**src/include/ivp_pkg.sv**
```systemverilog
// constants, tables and types for the interrupt vector and priority block
// assumes the core fetches from the vector offset handed to it, in words
package ivp_pkg;

  // widths
  localparam int NUM_SRC = 14;
  localparam int OFS_W   = 7;
  localparam int PRI_W   = 5;
  localparam int NUM_W   = 5;
  localparam int BIT_W   = 4;
  localparam int PIN_NUM = 6;

  typedef logic [OFS_W-1:0]   ivp_ofs_t;
  typedef logic [PRI_W-1:0]   ivp_pri_t;
  typedef logic [NUM_SRC-1:0] ivp_vec_t;

  // fixed vectors and levels for the non-maskable slots
  localparam ivp_ofs_t OFS_RESET   = 7'h00;
  localparam ivp_ofs_t OFS_NMI     = 7'h04;
  localparam ivp_ofs_t OFS_TRAP_LO = 7'h08;
  localparam ivp_ofs_t OFS_TRAP_HI = 7'h3C;
  localparam ivp_ofs_t OFS_RSVD_LO = 7'h78;
  localparam ivp_pri_t PRI_RESET   = 5'h01;
  localparam ivp_pri_t PRI_NMI     = 5'h02;
  localparam ivp_pri_t PRI_NONE    = 5'h00;

  // bit positions shared by pending flags and enable mask
  localparam int BIT_EXT0  = 0;
  localparam int BIT_EXT1  = 1;
  localparam int BIT_EXT2  = 2;
  localparam int BIT_TIMER = 3;
  localparam int BIT_SP0RX = 4;
  localparam int BIT_SP0TX = 5;
  localparam int BIT_SP2RX = 6;
  localparam int BIT_SP2TX = 7;
  localparam int BIT_EXT3  = 8;
  localparam int BIT_HOST  = 9;
  localparam int BIT_SP1RX = 10;
  localparam int BIT_SP1TX = 11;
  localparam int BIT_DMA4  = 12;
  localparam int BIT_DMA5  = 13;

  // per-bit vector offset and level, index is the bit position
  localparam ivp_ofs_t SRC_OFS [NUM_SRC] = '{7'h40, 7'h44, 7'h48, 7'h4C, 7'h50, 7'h54, 7'h58,
                                             7'h5C, 7'h60, 7'h64, 7'h68, 7'h6C, 7'h70, 7'h74};
  localparam ivp_pri_t SRC_PRI [NUM_SRC] = '{5'h03, 5'h04, 5'h05, 5'h06, 5'h07, 5'h08, 5'h09,
                                             5'h0A, 5'h0B, 5'h0C, 5'h0D, 5'h0E, 5'h0F, 5'h10};

  // software trap numbering and slot numbers
  localparam logic [NUM_W-1:0] TRAP_MASK_LAST = 5'h0D;
  localparam logic [NUM_W-1:0] TRAP_NMI_NUM   = 5'h10;
  localparam logic [NUM_W-1:0] TRAP_LAST      = 5'h1E;
  localparam logic [NUM_W-1:0] TRAP_BIAS      = 5'h0F;
  localparam logic [NUM_W-1:0] SLOT_RESET     = 5'h00;
  localparam logic [NUM_W-1:0] SLOT_NMI       = 5'h01;

  // values after reset
  localparam ivp_vec_t FLAG_RST = 14'h0000;
  localparam ivp_vec_t MASK_RST = 14'h0000;
  localparam logic [PIN_NUM-1:0] PIN_IDLE = 6'h3F;

  typedef enum logic [2:0] {K_NONE, K_RESET, K_NMI, K_TRAP, K_MASK} ivp_kind_t;

endpackage

```
**src/verilog/ivp_vector_rom.sv**
```systemverilog
// vector slot table: slot number in, registered offset and level out
// assumes en is a one-cycle load from the arbiter on the same clock
`timescale 1ns/1ps
module ivp_vector_rom (
  input  wire logic                    clk,
  input  wire logic                    rst_n,
  input  wire logic                    en,
  input  wire logic [ivp_pkg::NUM_W-1:0] slotNum,
  output ivp_pkg::ivp_ofs_t            vecOfs_q,
  output ivp_pkg::ivp_pri_t            vecPri_q
);

  ivp_pkg::ivp_ofs_t ofsLook;
  ivp_pkg::ivp_pri_t priLook;

  // offset is four words per slot, levels from the source table or the fixed reset and nmi levels
  always_comb begin
    ofsLook = {slotNum, 2'b00};
    priLook = ivp_pkg::PRI_NONE;
    if (slotNum == ivp_pkg::SLOT_RESET) begin
      priLook = ivp_pkg::PRI_RESET;
    end else if (slotNum == ivp_pkg::SLOT_NMI) begin
      priLook = ivp_pkg::PRI_NMI;
    end
    for (int i = 0; i < ivp_pkg::NUM_SRC; i++) begin
      if (ivp_pkg::SRC_OFS[i][6:2] == slotNum) begin
        priLook = ivp_pkg::SRC_PRI[i];
      end
    end
  end

  // output register, held between loads
  always_ff @(posedge clk) begin
    if (!rst_n) begin
      vecOfs_q <= ivp_pkg::OFS_RESET;
      vecPri_q <= ivp_pkg::PRI_NONE;
    end else if (en) begin
      vecOfs_q <= ofsLook;
      vecPri_q <= priLook;
    end
  end

endmodule // ivp_vector_rom

```
**src/verilog/ivp_vector_priority.sv**
```systemverilog
// interrupt vectoring and fixed priority for the signal processor core
// assumes pins are asynchronous and active low; events are one-cycle pulses on clk
// Functional notes
// - hardware and software reset use offset 0x00 at level 1
// - nmi at 0x04 level 2, timer 0x4C level 6, host port 0x64 level 12
// - traps 17 to 30 own offsets 0x08 to 0x3C with no level
// - external pin 0 uses offset 0x40 at level 3
// - external pin 1 uses offset 0x44 at level 4
// - external pin 2 uses offset 0x48 at level 5
// - external pin 3 uses offset 0x60 at level 11
// - serial port 0 receive uses 0x50 at level 7
// - serial port 0 transmit uses 0x54 at level 8
// - serial port 2 receive uses 0x58 at level 9
// - serial port 2 transmit uses 0x5C at level 10
// - serial port 1 receive uses 0x68 at level 13
// - serial port 1 transmit uses 0x6C at level 14
// - dma channel 4 uses 0x70 at level 15
// - dma channel 5 uses 0x74 at level 16, lowest
// - pending flags and enable mask share one bit layout
`timescale 1ns/1ps
module ivp_vector_priority (
  input  wire logic                       clk,
  input  wire logic                       rst_n,
  input  wire logic                       hwResetRequestN,
  input  wire logic                       nmiRequestN,
  input  wire logic [3:0]                 extRequestN,
  input  wire logic                       softResetTrap,
  input  wire logic                       swTrapValid,
  input  wire logic [ivp_pkg::NUM_W-1:0]  swTrapNum,
  input  wire logic                       timerEvent,
  input  wire logic                       sp0RxEvent,
  input  wire logic                       sp0TxEvent,
  input  wire logic                       sp1RxEvent,
  input  wire logic                       sp1TxEvent,
  input  wire logic                       sp2RxEvent,
  input  wire logic                       sp2TxEvent,
  input  wire logic                       hostPortEvent,
  input  wire logic                       dmaCh4Event,
  input  wire logic                       dmaCh5Event,
  input  wire logic                       intGlobalEn,
  input  wire logic                       maskWrEn,
  input  wire logic [ivp_pkg::NUM_SRC-1:0] maskWrData,
  input  wire logic                       flagClrEn,
  input  wire logic [ivp_pkg::NUM_SRC-1:0] flagClrData,
  input  wire logic                       intAck,
  output logic                            intReq,
  output ivp_pkg::ivp_ofs_t               intVector,
  output ivp_pkg::ivp_pri_t               intPriority,
  output ivp_pkg::ivp_vec_t               pendingFlags,
  output ivp_pkg::ivp_vec_t               enableMask
);

  logic [ivp_pkg::PIN_NUM-1:0] pinRaw;
  logic [ivp_pkg::PIN_NUM-1:0] syncA_q;
  logic [ivp_pkg::PIN_NUM-1:0] syncB_q;
  logic [ivp_pkg::PIN_NUM-1:0] pinPrev_q;
  logic [3:0]                  extFall;
  logic                        nmiFall;
  logic                        hwResetLvl;

  ivp_pkg::ivp_vec_t           evtVec;
  ivp_pkg::ivp_vec_t           flags_q;
  ivp_pkg::ivp_vec_t           flags_d;
  ivp_pkg::ivp_vec_t           mask_q;
  ivp_pkg::ivp_vec_t           mask_d;
  ivp_pkg::ivp_vec_t           clrVec;
  ivp_pkg::ivp_vec_t           ackBitVec;
  ivp_pkg::ivp_vec_t           maskPend;
  ivp_pkg::ivp_vec_t           lowerBits;

  logic                        resetPend_q;
  logic                        resetPend_d;
  logic                        nmiPend_q;
  logic                        nmiPend_d;
  logic                        trapPend_q;
  logic                        trapPend_d;
  logic [ivp_pkg::NUM_W-1:0]   trapSlot_q;
  logic [ivp_pkg::NUM_W-1:0]   trapSlot_d;
  logic                        trapLegal;
  logic [ivp_pkg::NUM_W-1:0]   trapSlotNew;

  logic                        anyMask;
  logic [ivp_pkg::BIT_W-1:0]   winBit;
  ivp_pkg::ivp_kind_t          winKind;
  logic [ivp_pkg::NUM_W-1:0]   winSlot;
  logic                        load;
  logic                        ack;
  logic                        resetTaken;

  logic                        reqValid_q;
  logic                        reqValid_d;
  ivp_pkg::ivp_kind_t          presKind_q;
  logic [ivp_pkg::BIT_W-1:0]   presBit_q;

  // pins are asynchronous, so two flops before any edge logic
  assign pinRaw = {hwResetRequestN, nmiRequestN, extRequestN};

  for (genvar g = 0; g < ivp_pkg::PIN_NUM; g++) begin : gen_sync
    always_ff @(posedge clk) begin
      if (!rst_n) begin
        syncA_q[g]   <= ivp_pkg::PIN_IDLE[g];
        syncB_q[g]   <= ivp_pkg::PIN_IDLE[g];
        pinPrev_q[g] <= ivp_pkg::PIN_IDLE[g];
      end else begin
        syncA_q[g]   <= pinRaw[g];
        syncB_q[g]   <= syncA_q[g];
        pinPrev_q[g] <= syncB_q[g];
      end
    end
  end

  // falling edges latch requests; reset pin acts as a level
  assign extFall    = pinPrev_q[3:0] & ~syncB_q[3:0];
  assign nmiFall    = pinPrev_q[4] & ~syncB_q[4];
  assign hwResetLvl = ~syncB_q[5];

  assign evtVec[ivp_pkg::BIT_EXT0]  = extFall[0];
  assign evtVec[ivp_pkg::BIT_EXT1]  = extFall[1];
  assign evtVec[ivp_pkg::BIT_EXT2]  = extFall[2];
  assign evtVec[ivp_pkg::BIT_TIMER] = timerEvent;
  assign evtVec[ivp_pkg::BIT_SP0RX] = sp0RxEvent;
  assign evtVec[ivp_pkg::BIT_SP0TX] = sp0TxEvent;
  assign evtVec[ivp_pkg::BIT_SP2RX] = sp2RxEvent;
  assign evtVec[ivp_pkg::BIT_SP2TX] = sp2TxEvent;
  assign evtVec[ivp_pkg::BIT_EXT3]  = extFall[3];
  assign evtVec[ivp_pkg::BIT_HOST]  = hostPortEvent;
  assign evtVec[ivp_pkg::BIT_SP1RX] = sp1RxEvent;
  assign evtVec[ivp_pkg::BIT_SP1TX] = sp1TxEvent;
  assign evtVec[ivp_pkg::BIT_DMA4]  = dmaCh4Event;
  assign evtVec[ivp_pkg::BIT_DMA5]  = dmaCh5Event;

  // trap slot mapping
  // traps 0..13 reuse maskable slots without the mask; 14, 15, 31 are dropped
  assign trapLegal   = swTrapValid && ((swTrapNum <= ivp_pkg::TRAP_MASK_LAST) ||
                       ((swTrapNum >= ivp_pkg::TRAP_NMI_NUM) && (swTrapNum <= ivp_pkg::TRAP_LAST)));
  assign trapSlotNew = (swTrapNum <= ivp_pkg::TRAP_MASK_LAST) ? {1'b1, swTrapNum[3:0]} :
                       (swTrapNum == ivp_pkg::TRAP_NMI_NUM)  ? ivp_pkg::SLOT_NMI :
                       swTrapNum - ivp_pkg::TRAP_BIAS;

  // mask and global enable gate only maskable bits
  assign maskPend = flags_q & mask_q & {ivp_pkg::NUM_SRC{intGlobalEn}};
  assign anyMask  = |maskPend;

  // lowest bit is the smallest level number
  always_comb begin
    winBit = '0;
    for (int i = ivp_pkg::NUM_SRC - 1; i >= 0; i--) begin
      if (maskPend[i]) begin
        winBit = 4'(i);
      end
    end
  end

  // reset and nmi sit above the mask path
  assign winKind = resetPend_q ? ivp_pkg::K_RESET :
                   nmiPend_q   ? ivp_pkg::K_NMI   :
                   trapPend_q  ? ivp_pkg::K_TRAP  :
                   anyMask     ? ivp_pkg::K_MASK  : ivp_pkg::K_NONE;

  assign winSlot = (winKind == ivp_pkg::K_RESET) ? ivp_pkg::SLOT_RESET :
                   (winKind == ivp_pkg::K_NMI)   ? ivp_pkg::SLOT_NMI   :
                   (winKind == ivp_pkg::K_TRAP)  ? trapSlot_q :
                   ivp_pkg::SRC_OFS[winBit][6:2];

  // a presented request stands until taken; one idle cycle after each take
  assign load       = !reqValid_q && (winKind != ivp_pkg::K_NONE);
  assign ack        = intAck && reqValid_q;
  assign resetTaken = ack && (presKind_q == ivp_pkg::K_RESET);
  assign reqValid_d = load ? 1'b1 : (ack ? 1'b0 : reqValid_q);

  for (genvar b = 0; b < ivp_pkg::NUM_SRC; b++) begin : gen_ack
    assign ackBitVec[b] = ack && (presKind_q == ivp_pkg::K_MASK) && (presBit_q == 4'(b));
  end

  // one layout for flags and mask; new events win over any clear
  assign clrVec  = ({ivp_pkg::NUM_SRC{flagClrEn}} & flagClrData) | ackBitVec |
                   {ivp_pkg::NUM_SRC{resetTaken}};
  assign flags_d = (flags_q & ~clrVec) | evtVec;
  assign mask_d  = resetTaken ? ivp_pkg::MASK_RST : (maskWrEn ? maskWrData : mask_q);

  // single-bit pendings, set over clear
  assign resetPend_d = hwResetLvl || softResetTrap || (resetPend_q && !resetTaken);
  assign nmiPend_d   = nmiFall || (nmiPend_q && !(ack && (presKind_q == ivp_pkg::K_NMI))
                       && !resetTaken);
  assign trapPend_d  = trapLegal || (trapPend_q && !(ack && (presKind_q == ivp_pkg::K_TRAP))
                       && !resetTaken);
  assign trapSlot_d  = trapLegal ? trapSlotNew : trapSlot_q;

  // pending state
  always_ff @(posedge clk) begin
    if (!rst_n) begin
      flags_q     <= ivp_pkg::FLAG_RST;
      mask_q      <= ivp_pkg::MASK_RST;
      resetPend_q <= 1'b0;
      nmiPend_q   <= 1'b0;
      trapPend_q  <= 1'b0;
      trapSlot_q  <= ivp_pkg::SLOT_RESET;
    end else begin
      flags_q     <= flags_d;
      mask_q      <= mask_d;
      resetPend_q <= resetPend_d;
      nmiPend_q   <= nmiPend_d;
      trapPend_q  <= trapPend_d;
      trapSlot_q  <= trapSlot_d;
    end
  end

  // presented request
  always_ff @(posedge clk) begin
    if (!rst_n) begin
      reqValid_q <= 1'b0;
      presKind_q <= ivp_pkg::K_NONE;
      presBit_q  <= '0;
    end else begin
      reqValid_q <= reqValid_d;
      if (load) begin
        presKind_q <= winKind;
        presBit_q  <= winBit;
      end
    end
  end

  // offset and level table, registered on load
  ivp_vector_rom u_rom (
    .clk      (clk),
    .rst_n    (rst_n),
    .en       (load),
    .slotNum  (winSlot),
    .vecOfs_q (intVector),
    .vecPri_q (intPriority)
  );

  assign intReq       = reqValid_q;
  assign pendingFlags = flags_q;
  assign enableMask   = mask_q;

  // enabled pending bits below the winner, empty when the pick is right
  assign lowerBits = maskPend & ((ivp_pkg::NUM_SRC'(1) << winBit) - ivp_pkg::NUM_SRC'(1));
endmodule // ivp_vector_priority

```
**config.mk**
```make
export PLATFORM = sky130hd
export DESIGN_NAME = ivp_vector_priority
export DESIGN_NICKNAME = d
export VERILOG_FILES = /design/src/include/ivp_pkg.sv /design/src/verilog/ivp_vector_rom.sv /design/src/verilog/ivp_vector_priority.sv
export SDC_FILE = /design/constraint.sdc
export NUM_CORES = 1
export LEC_CHECK = 0
export BUFFER_PORTS_ARGS = -buffer_cell sky130_fd_sc_hd__buf_2
export CAP_MARGIN = 25
export CORE_AREA = 2 2 101 103
export DETAILED_ROUTE_END_ITERATION = 10
export DIE_AREA = 0 0 103 105
export SLEW_MARGIN = 20
export SYNTH_ARGS = -nofsm -noshare
export SYNTH_HDL_FRONTEND = slang
export SYNTH_SLANG_ARGS = --single-unit
```
**constraint.sdc**
```tcl
create_clock -name clk -period 2.3 [get_ports clk]
set_input_delay 0.46 -clock clk [delete_from_list [all_inputs] [get_ports clk]]
set_output_delay 0.46 -clock clk [all_outputs]
set_load 0.1 [all_outputs]
```
## After elaboration in Yosys (flattened, before gate mapping)

Memories as Yosys holds them, arrays and structs flattened.
Index checks and enable logic that the tools add are counted.

- Bits of input ports: 57
- Memories: 1
- Memory bits (read-only): 112
- Flip-flop bits (word level): 71

- Reductions and logical operators: 42
- Muxes and demuxes: 43
- Bitwise logic cells: 15
- Add/sub/neg operators: 1
- Order comparisons: 4
- Equality and inequality tests: 36

Memories:

| name | words | bits a word | rd ports | clocked after Yosys merged registers in | wr ports | RTL line | text |
|---|---|---|---|---|---|---|---|
| (name not given) | 16 | 7 | 1 | 0 | 0 | ivp_vector_priority.sv:163 | `ivp_pkg::SRC_OFS[winBit][6:2];` |

Operator list:

| cell | count |
|---|---|
| $mux W5 | 20 |
| $eq A5 B5 Y1 const A | 14 |
| $and A14 B14 Y14 | 4 |
| $mux W4 | 14 |
| $or A14 B14 Y14 | 3 |
| $logic_and A1 B1 Y1 | 27 |
| $eq A4 B4 Y1 const B | 6 |
| $eq A4 B3 Y1 const B | 4 |
| $mux W7 | 2 |
| $not A14 Y14 | 1 |
| $reduce_or A14 Y1 | 1 |
| $eq A3 B2 Y1 const B | 4 |
| $mux W3 | 4 |
| $ge A5 B5 Y1 const B | 2 |
| $eq A4 B2 Y1 const B | 2 |
| $eq A3 B1 Y1 const B | 2 |
| $eq A5 B1 Y1 const B | 1 |
| $eq A5 B5 Y1 const B | 1 |
| $le A5 B4 Y1 const B | 1 |
| $le A5 B5 Y1 const B | 1 |
| $logic_not A5 Y1 | 1 |
| $logic_or A1 B1 Y1 | 5 |
| $not A4 Y5 | 1 |
| $sub A5 B4 Y5 const B | 1 |
| other kinds (13) | 19 |

## Depth between registers and ports, before layout

Gate-level depths: netlist of the first run.

- Depth in word-level cells: 40
- Depth in mapped cells: 10

## Cells and area by module

Synthesis of the first run repeated with hierarchy kept, for this count alone.

- Cells, all modules: 369
- Area total of the unflattened synthesis: 3300.7 µm²

Modules (own cells, without submodules):

| module | instances | area an instance (µm²) | cells an instance |
|---|---|---|---|
| ivp_vector_priority | 1 | 2777.7 | 314 |
| ivp_vector_rom | 1 | 523.0 | 55 |

## Least setup slack after synthesis of the first run

Ideal clock, no wire load.

- Path kind: register to register
- Start: register mask_q[7], in the netlist enableMask[7]
- End: register u_rom.vecPri_q[0]
- Path slack: -0.444 ns
- Path buffers: 0
- Setup time: 0.070 ns
- Cell stages (with the launch flop): 8
- Period minus slack after synthesis: 2.744 ns
- Arrival: 2.674 ns
- Required time: 2.230 ns
- Cells stage by stage: dfxtp_1 a22oi_1 a21boi_2 or4b_4 nand2_2 nor4b_1 or4_1 a21oi_1

- Cells in the longest elaborated chain, start to end: 33

RTL lines:

| element | RTL line | text |
|---|---|---|
| from (decl) | ivp_vector_priority.sv:64 | `ivp_pkg::ivp_vec_t mask_q;` |
| from (signal assigned) | ivp_vector_priority.sv:193 | `mask_q <= ivp_pkg::MASK_RST;` |
| from (signal assigned) | ivp_vector_priority.sv:200 | `mask_q <= mask_d;` |
| $and A14 B14 Y14 * (2 in series) | ivp_vector_priority.sv:141 | `assign maskPend = flags_q & mask_q & {ivp_pkg::NUM_SRC{intGlobalEn}};` |
| $mux W4 (8 in series) | ivp_vector_priority.sv:148 | `if (maskPend[i]) begin` |
| $not A4 Y5 (implied by the code) | ivp_vector_priority.sv:163 |  |
| $mem_v2 Z16 W7 | - |  |
| $mux W7 (implied by the code) (2 in series) | ivp_vector_priority.sv:163 |  |
| $mux W5 | ivp_vector_priority.sv:162 | `(winKind == ivp_pkg::K_TRAP) ? trapSlot_q :` |
| $mux W5 | ivp_vector_priority.sv:161 | `(winKind == ivp_pkg::K_NMI) ? ivp_pkg::SLOT_NMI :` |
| $mux W5 | ivp_vector_priority.sv:160 | `assign winSlot = (winKind == ivp_pkg::K_RESET) ? ivp_pkg::SLOT_RESET :` |
| $logic_not A5 Y1 | ivp_vector_rom.sv:20 | `if (slotNum == ivp_pkg::SLOT_RESET) begin` |
| $mux W5 | ivp_vector_rom.sv:20 |  |
| $mux W5 (14 in series) | ivp_vector_rom.sv:26 | `if (ivp_pkg::SRC_OFS[i][6:2] == slotNum) begin` |
| to (signal assigned) | ivp_vector_rom.sv:36 | `vecPri_q <= ivp_pkg::PRI_NONE;` |
| to (signal assigned) | ivp_vector_rom.sv:39 | `vecPri_q <= priLook;` |
| to (decl) | ivp_vector_rom.sv:10 | `output ivp_pkg::ivp_pri_t vecPri_q` |

Mark *: on every way between the ends. The rest lies on a longest branch, timed or not. The select of a mux whose other input is x is not followed.
A chain may end at the register's enable or synchronous reset.

## Worst setup path in the final report of the first run

- Start: register flags_q[5], in the netlist pendingFlags[5]
- End: register u_rom.vecPri_q[0]

- Cells in the longest elaborated chain, start to end: 31

RTL lines:

| element | RTL line | text |
|---|---|---|
| from (decl) | ivp_vector_priority.sv:62 | `ivp_pkg::ivp_vec_t flags_q;` |
| from (signal assigned) | ivp_vector_priority.sv:192 | `flags_q <= ivp_pkg::FLAG_RST;` |
| from (signal assigned) | ivp_vector_priority.sv:199 | `flags_q <= flags_d;` |
| $and A14 B14 Y14 * (2 in series) | ivp_vector_priority.sv:141 |  |
| $mux W4 (6 in series) | ivp_vector_priority.sv:148 |  |
| $not A4 Y5 (implied by the code) | ivp_vector_priority.sv:163 |  |
| $mem_v2 Z16 W7 | - |  |
| $mux W7 (implied by the code) (2 in series) | ivp_vector_priority.sv:163 |  |
| $mux W5 | ivp_vector_priority.sv:162 |  |
| $mux W5 | ivp_vector_priority.sv:161 |  |
| $mux W5 | ivp_vector_priority.sv:160 |  |
| $logic_not A5 Y1 | ivp_vector_rom.sv:20 |  |
| $mux W5 | ivp_vector_rom.sv:20 |  |
| $mux W5 (14 in series) | ivp_vector_rom.sv:26 |  |

Marked as above.

==> results of run 1 <==
## layout make-up
cell class              instances  area (um^2)
clock buffers                  10          138
inverters                      11         41.3
multi-input cells             286         1790
flip-flops and latches         71         1460
clock inverters                 6         70.1
well taps                     133          166
fillers                       978         5430
repair buffers                104          543
## Yosys cell counts, types with 6 or more instances
library cell  number  share of area
a41oi_1            8          0.021
o21ai_0            6         0.0091
mux2i_1           16          0.048
a21oi_1           20          0.030
nand3_1            9          0.014
inv_1             10          0.011
clkbuf_1          16          0.018
nor2_1            45          0.051
dfxtp_1           71           0.43
nand2_1           63          0.071
nand2b_1          20          0.038
## worst reg2reg max path: cells and delay by family (launching register included)
| family | cells | cell delay (ns) |
|---|---|---|
| AO/OA/AOI/OAI | 5 | 1.05 |
| AND/OR/NAND/NOR | 2 | 0.74 |
| flip-flops | 1 | 0.34 |
## layer usage
metal,global-route usage,wire length [um]
met1,0.222,4200
met2,0.273,4140
met3,0.0328,554
met4,0.0648,141
met5,0,0
## per-stage QoR
stage,setup WS (ns),utilization
global route,0.00841,0.436
global placement,0.118,0.412
detailed placement,0.0378,0.412
CTS,0.0934,0.434
floorplan,-0.0618,-
finish,0.104,0.436
## timing repair
item | in CTS | in global routing
resized for setup | 0 | 5
setup endpoints to repair | 0 | 1
buffers inserted | 0 | 0
## worst min path at each step
stage | startpoint | end | slack (ns)
floorplan | syncA_q[0]$_SDFF_PN1_ | syncB_q[0]$_SDFF_PN1_ | 0.39
global placement | syncA_q[2]$_SDFF_PN1_ | syncB_q[2]$_SDFF_PN1_ | 0.39
detailed placement | syncA_q[3]$_SDFF_PN1_ | syncB_q[3]$_SDFF_PN1_ | 0.39
CTS | nmiRequestN | syncA_q[4]$_SDFF_PN1_ | 0.26
global route | hwResetRequestN | syncA_q[5]$_SDFF_PN1_ | 0.27
finish | nmiRequestN | syncA_q[4]$_SDFF_PN1_ | 0.28
## power groups by stage
stage	Clock, mW	Sequential, mW	Combinational (mW)
3_5_place_dp	0	1.44	0.897
2_1_floorplan	0	1.81	0.319
4_1_cts	1.06	1.41	0.900
3_3_place_gp	0	1.43	0.893
5_1_grt	1.11	1.42	0.960
6_report	1.03	1.41	0.902
## cell usage in the layout, fill, tap and decap left out, types with 6 or more instances in the layout
| master | n |
|---|---|
| a21oi_1 | 20 |
| a22oi_2 | 7 |
| a41oi_1 | 8 |
| buf_2 | 95 |
| buf_4 | 9 |
| clkbuf_8 | 10 |
| dfxtp_1 | 42 |
| dfxtp_2 | 28 |
| inv_1 | 10 |
| mux2i_1 | 16 |
| nand2_1 | 63 |
| nand2b_1 | 20 |
| nand3_1 | 9 |
| nor2_1 | 44 |
| o21ai_0 | 6 |
## kinds of logic (layout without fill, tap and decap cells)
kind of cell / count (synthesis) / in the layout / synth area share
AND/OR/NAND/NOR: 169 / 169 / 0.245
AO/OA/AOI/OAI: 93 / 93 / 0.218
flip-flops: 71 / 71 / 0.429
buffers and inverters: 32 / 131 / 0.0393
multiplexers: 16 / 16 / 0.0484
adder cells (fa/ha/maj): 3 / 3 / 0.0113
XOR/XNOR: 3 / 3 / 0.00794
other: 1 / 2 / 0.00113
## sequential cells by signal (all words and copies together), names as in the netlist
register and cells:
resetPend_q 1, syncA_q 6, trapPend_q 1, presKind_q 3
u_rom.vecOfs_q 5, syncB_q 6, pendingFlags 14, nmiPend_q 1
u_rom.vecPri_q 5, trapSlot_q 5, intReq 1, enableMask 14
presBit_q 4, pinPrev_q 5
==> results.yml, run 1 <==
placement:
  post-dp-hpwl_um: 6880
  dpl.cell_count: 605
  io_buffers: 95
  placed_cell_area_mm2: 0.00397
  place.gp.congestion: 0.863
power:
  switching_share: 0.376
  p_sw_mw: 1.25
  power_density_mw_per_mm2: 793
  p_clk_frac: 0.307
  internal_power_mw: 2.08
  power_frac_seq: 0.422
  total_leakage_power_nw: 1.84
  combPwrFrac: 0.270
  total_power_mw: 3.34
  ir_drop_uv: 217
timing:
  hold_viol_final: 0
  fmax_mhz: 455
  setup_viol: 0
  finalSetupTns_ns: 0
  grt_setup_unrepaired: "false"
  relSlewSlack: 0.548
  tightestPinTransition_ns: 0.674
  drv_slew: 0
  layout_min_cycle_time_ns: 2.20
  finClkSkew_ns: 0.00819
  hold_slack_ns: 0.276
  fin_crit_sh: 0.955
final_layout:
  design_area_mm2: 0.00421
  finalNonFillerCells: 621
  drive_above_1_share: 0.357
  finalNetCount: 543
  area_growth_pct: 27.1
  num_antenna_cells: 0
critical_path:
  path_cells: "a22oi_2, a41o_1, a32oi_4, nor2_1, a211oi_1, or4_1, a21oi_1"
  cpLargestDelayFamily: "compound AO/OA/AOI/OAI gates"
  critPathKind: "reg -> reg"
  r2r_slack_ns: 0.10
  path_depth: 7
  cp.arrival_ns: 2.48
  path_buf_inv: 0
  worstPathMaxFanout: 5
  required_ns: 2.58
  crit_path_start: "pendingFlags[5]$_SDFF_PN0_"
  worst_r2r_path_depth: 7
  crit_slowest_cell: "or4_1"
  cp-end-kind: "flop"
  r2r_end: "u_rom.vecPri_q[0]$_SDFFE_PN0P_"
  start_kind: "flop"
  r2r_start: "pendingFlags[5]$_SDFF_PN0_"
  cp-endpoint: "u_rom.vecPri_q[0]$_SDFFE_PN0P_"
  slowest_delay_ns: 0.49
floorplanning:
  core_area_mm2: 0.00964
  fp.dieW_um: 103
  die_y_um: 105
  start_util: 0.343
  pin_count: 98
  die_area_mm2: 0.0108
  num_rows: 36
clock_network:
  postCtsHoldBufs: 0
  h-tree-depth: 3
  cts_buffers: 9
  clk_path_buf_depth: 2
  cts.sinks: 71
  cts_tree: "done"
  clock-root-buffer: "clkbuf_8"
  insertion_delay_ns: 0.36
  path_clk_slew_ns: 0.08
global_route:
  grt_pass1_vias: 2912
  antenna_found_initial: 0
  grt_pass1_wl_um: 14400
  grt_overflow: 0
  grt_max_degree: 27
  grtUsageTotal: 0.170
synthesis:
  async_flop_share: 0
  seq_area_frac_synth: 0.429
  synth_edf_count: 0
  netlist_area_mm2: 0.00331
  synth_area_per_cell_um2: 8.53
  synthCells: 388
  ys.flop_type: "dfxtp_1"
  yosysUniqueCellTypes: 67
  synth.ff_latch_count: 71
  yosysWarnings: 0
hold_path:
  hold_class: "in -> reg"
  worstHoldPathCells: 2
routing:
  drt_drc_violations_left: 0
  vias: 3101
  routed_wl_um: 9040
  wl_per_cell_um: 14.6
  drt_first_iter_violations: 126
  ant_nets: 0
  routed_via_density: 4.99
  first_pass_iters: 4
run:
  maxCapViolCount: 0
outcome:
  status: "finished clean"
Power figures use the tool's default switching activity.
==> run 2, diff against run 1 <==
--- a/config.mk
+++ b/config.mk
@@ -7,9 +7,9 @@
 export LEC_CHECK = 0
 export BUFFER_PORTS_ARGS = -buffer_cell sky130_fd_sc_hd__buf_2
 export CAP_MARGIN = 25
-export CORE_AREA = 2 2 101 103
+export CORE_AREA = 2 2 112 92
 export DETAILED_ROUTE_END_ITERATION = 10
-export DIE_AREA = 0 0 103 105
+export DIE_AREA = 0 0 114 94
 export SLEW_MARGIN = 20
 export SYNTH_ARGS = -nofsm -noshare
 export SYNTH_HDL_FRONTEND = slang
==> run 2 against run 1 <==
Sequential cell count did not move. Clock-buffer cell count rose by 1. Final area rose by 1.4%. Die area fell by 0.92%. Clock power rose by 31%. Register-to-register slack improved by 0.05 ns. Sequential power barely moved. Final cell count fell by 2.6%. Non-clock buffer count fell by 2. Combinational power barely moved.
==> results.yml, run 2 (synthesis gave the netlist of run 1 again) <==
power:
  total_leakage_power_nw: 1.87
  internal_power_mw: 2.39
  ir_drop_uv: 386
  combPwrFrac: 0.244
  p_clk_frac: 0.368
  p_sw_mw: 1.29
  switching_share: 0.351
  power_density_mw_per_mm2: 863
  power_frac_seq: 0.387
floorplanning:
  die_area_mm2: 0.0107
  num_rows: 32
  pin_count: 98
  fp.dieW_um: 114
  start_util: 0.347
  die_y_um: 94
  core_area_mm2: 0.00953
critical_path:
  cp-end-kind: "flop"
  r2r_slack_ns: 0.15
  r2r_start: "trapPend_q$_SDFF_PN0_"
  worst_r2r_path_depth: 7
  start_kind: "flop"
  path_cells: "nor2_1, nand2_1, or4b_4, nand2_2, nor4b_1, or4_1, a21oi_1"
  crit_path_start: "trapPend_q$_SDFF_PN0_"
  r2r_end: "u_rom.vecPri_q[0]$_SDFFE_PN0P_"
  crit_slowest_cell: "or4b_4"
  cp-endpoint: "u_rom.vecPri_q[0]$_SDFFE_PN0P_"
  critPathKind: "reg -> reg"
  required_ns: 2.57
  slowest_delay_ns: 0.56
  cp.arrival_ns: 2.42
  worstPathMaxFanout: 6
clock_network:
  clock-root-buffer: "clkbuf_16"
  cts_tree: "done"
  clk_path_buf_depth: 2
  path_clk_slew_ns: 0.06
  postCtsSetupBuffers: 0
  insertion_delay_ns: 0.33
  cts.sinks: 71
  cts_buffers: 9
  h-tree-depth: 3
  cts_resized: 0
  postCtsHoldBufs: 0
placement:
  dpl.cell_count: 589
  place_ws_ns: -0.00226
  placed_cell_area_mm2: 0.00394
  post-dp-hpwl_um: 7060
  io_buffers: 95
  place.gp.congestion: 0.877
final_layout:
  design_area_mm2: 0.00427
  drive_above_1_share: 0.352
  finalNetCount: 541
  final_common_cell: "buf_2"
  final_util: 0.448
  area_growth_pct: 28.9
  fill_cells: 960
  multi_input_area_mm2: 0.00180
  layout_common_cells: "buf_2 (95), nand2_1 (63), nor2_1 (43)"
  ff_latch_area_mm2: 0.00146
  finalNonFillerCells: 605
  num_antenna_cells: 0
routing:
  routed_wl_um: 9230
  wl_per_cell_um: 15.3
  drt_first_iter_violations: 222
  ant_nets: 0
  routed_via_density: 5.25
  vias: 3175
  first_pass_iters: 5
  drt_drc_violations_left: 0
timing:
  fmax_mhz: 465
  layout_min_cycle_time_ns: 2.15
  finClkSkew_ns: 0.00645
  drv_slew: 0
  layout_setup_ws_ns: 0.149
  setup_viol: 0
  grt_setup_unrepaired: "false"
  fin_crit_sh: 0.935
  tightestPinTransition_ns: 0.640
  hold_viol_final: 0
  relSlewSlack: 0.571
global_route:
  antenna_found_initial: 0
  grt_max_degree: 27
  grt_pass1_wl_um: 14500
  grt_pass1_vias: 2974
  grtUsageTotal: 0.175
  grt_overflow: 0
hold_path:
  hold_class: "in -> reg"
run:
  maxCapViolCount: 0
outcome:
  status: "finished clean"
[run 2: cell count changes in the layout (fill, tap and decap cells not counted), sizes merged]
| cell | previous run | this run |
|---|---|---|
| clkinvlp | 3 | 2 |
| buf | 104 | 102 |
| clkbuf | 10 | 11 |
[run 2: power groups by stage]
stage               combinational [mW]  clock (mW)  sequential, mW
floorplan                        0.319           0            1.81
global placement                 0.884           0            1.44
detailed placement               0.891           0            1.45
CTS                              0.893        1.39            1.42
global route                     0.956        1.44            1.44
finish                           0.899        1.35            1.43
[run 2: worst min path at each step]
stage / start / endpoint / slack (ns) / cells after the start
CTS: extRequestN[3] / syncA_q[3]$_SDFF_PN1_ / 0.29 / 2
detailed placement: syncA_q[4]$_SDFF_PN1_ / syncB_q[4]$_SDFF_PN1_ / 0.39 / 1
finish: hwResetRequestN / syncA_q[5]$_SDFF_PN1_ / 0.30 / 2
global route: extRequestN[2] / syncA_q[2]$_SDFF_PN1_ / 0.30 / 2
floorplan: syncA_q[0]$_SDFF_PN1_ / syncB_q[0]$_SDFF_PN1_ / 0.39 / 1
global placement: syncA_q[3]$_SDFF_PN1_ / syncB_q[3]$_SDFF_PN1_ / 0.39 / 1
[run 2: final cells by class]
type,count,share of cell area
clock buffers,11,0.0545
well taps,119,0.0349
flip-flops and latches,71,0.342
multi-input cells,286,0.421
inverters,11,0.00968
clock inverters,5,0.0138
repair buffers,102,0.124
[run 2: layer usage]
layer	GRT usage	part of all wire
met1	0.248	0.51
met2	0.250	0.42
met3	0.0587	0.060
met4	0.0528	0.0093
met5	0	0
[run 2: stage by stage]
stage          total power [mW]   TNS, ns  hold WS [ns]
2_1_floorplan              2.13   -0.0618         0.386
3_3_place_gp               2.33         0         0.387
3_5_place_dp               2.34  -0.00226         0.394
4_1_cts                    3.71         0         0.289
5_1_grt                    3.83         0         0.295
6_report                   3.68         0         0.303
[run 2: critical path, delay by kind of cell, from the launching register on]
kind / cells / cell delay [ns]
and+or+nand+nor: 6 / 1.58
DFF: 1 / 0.39
AOI/OAI and AO/OA: 1 / 0.13
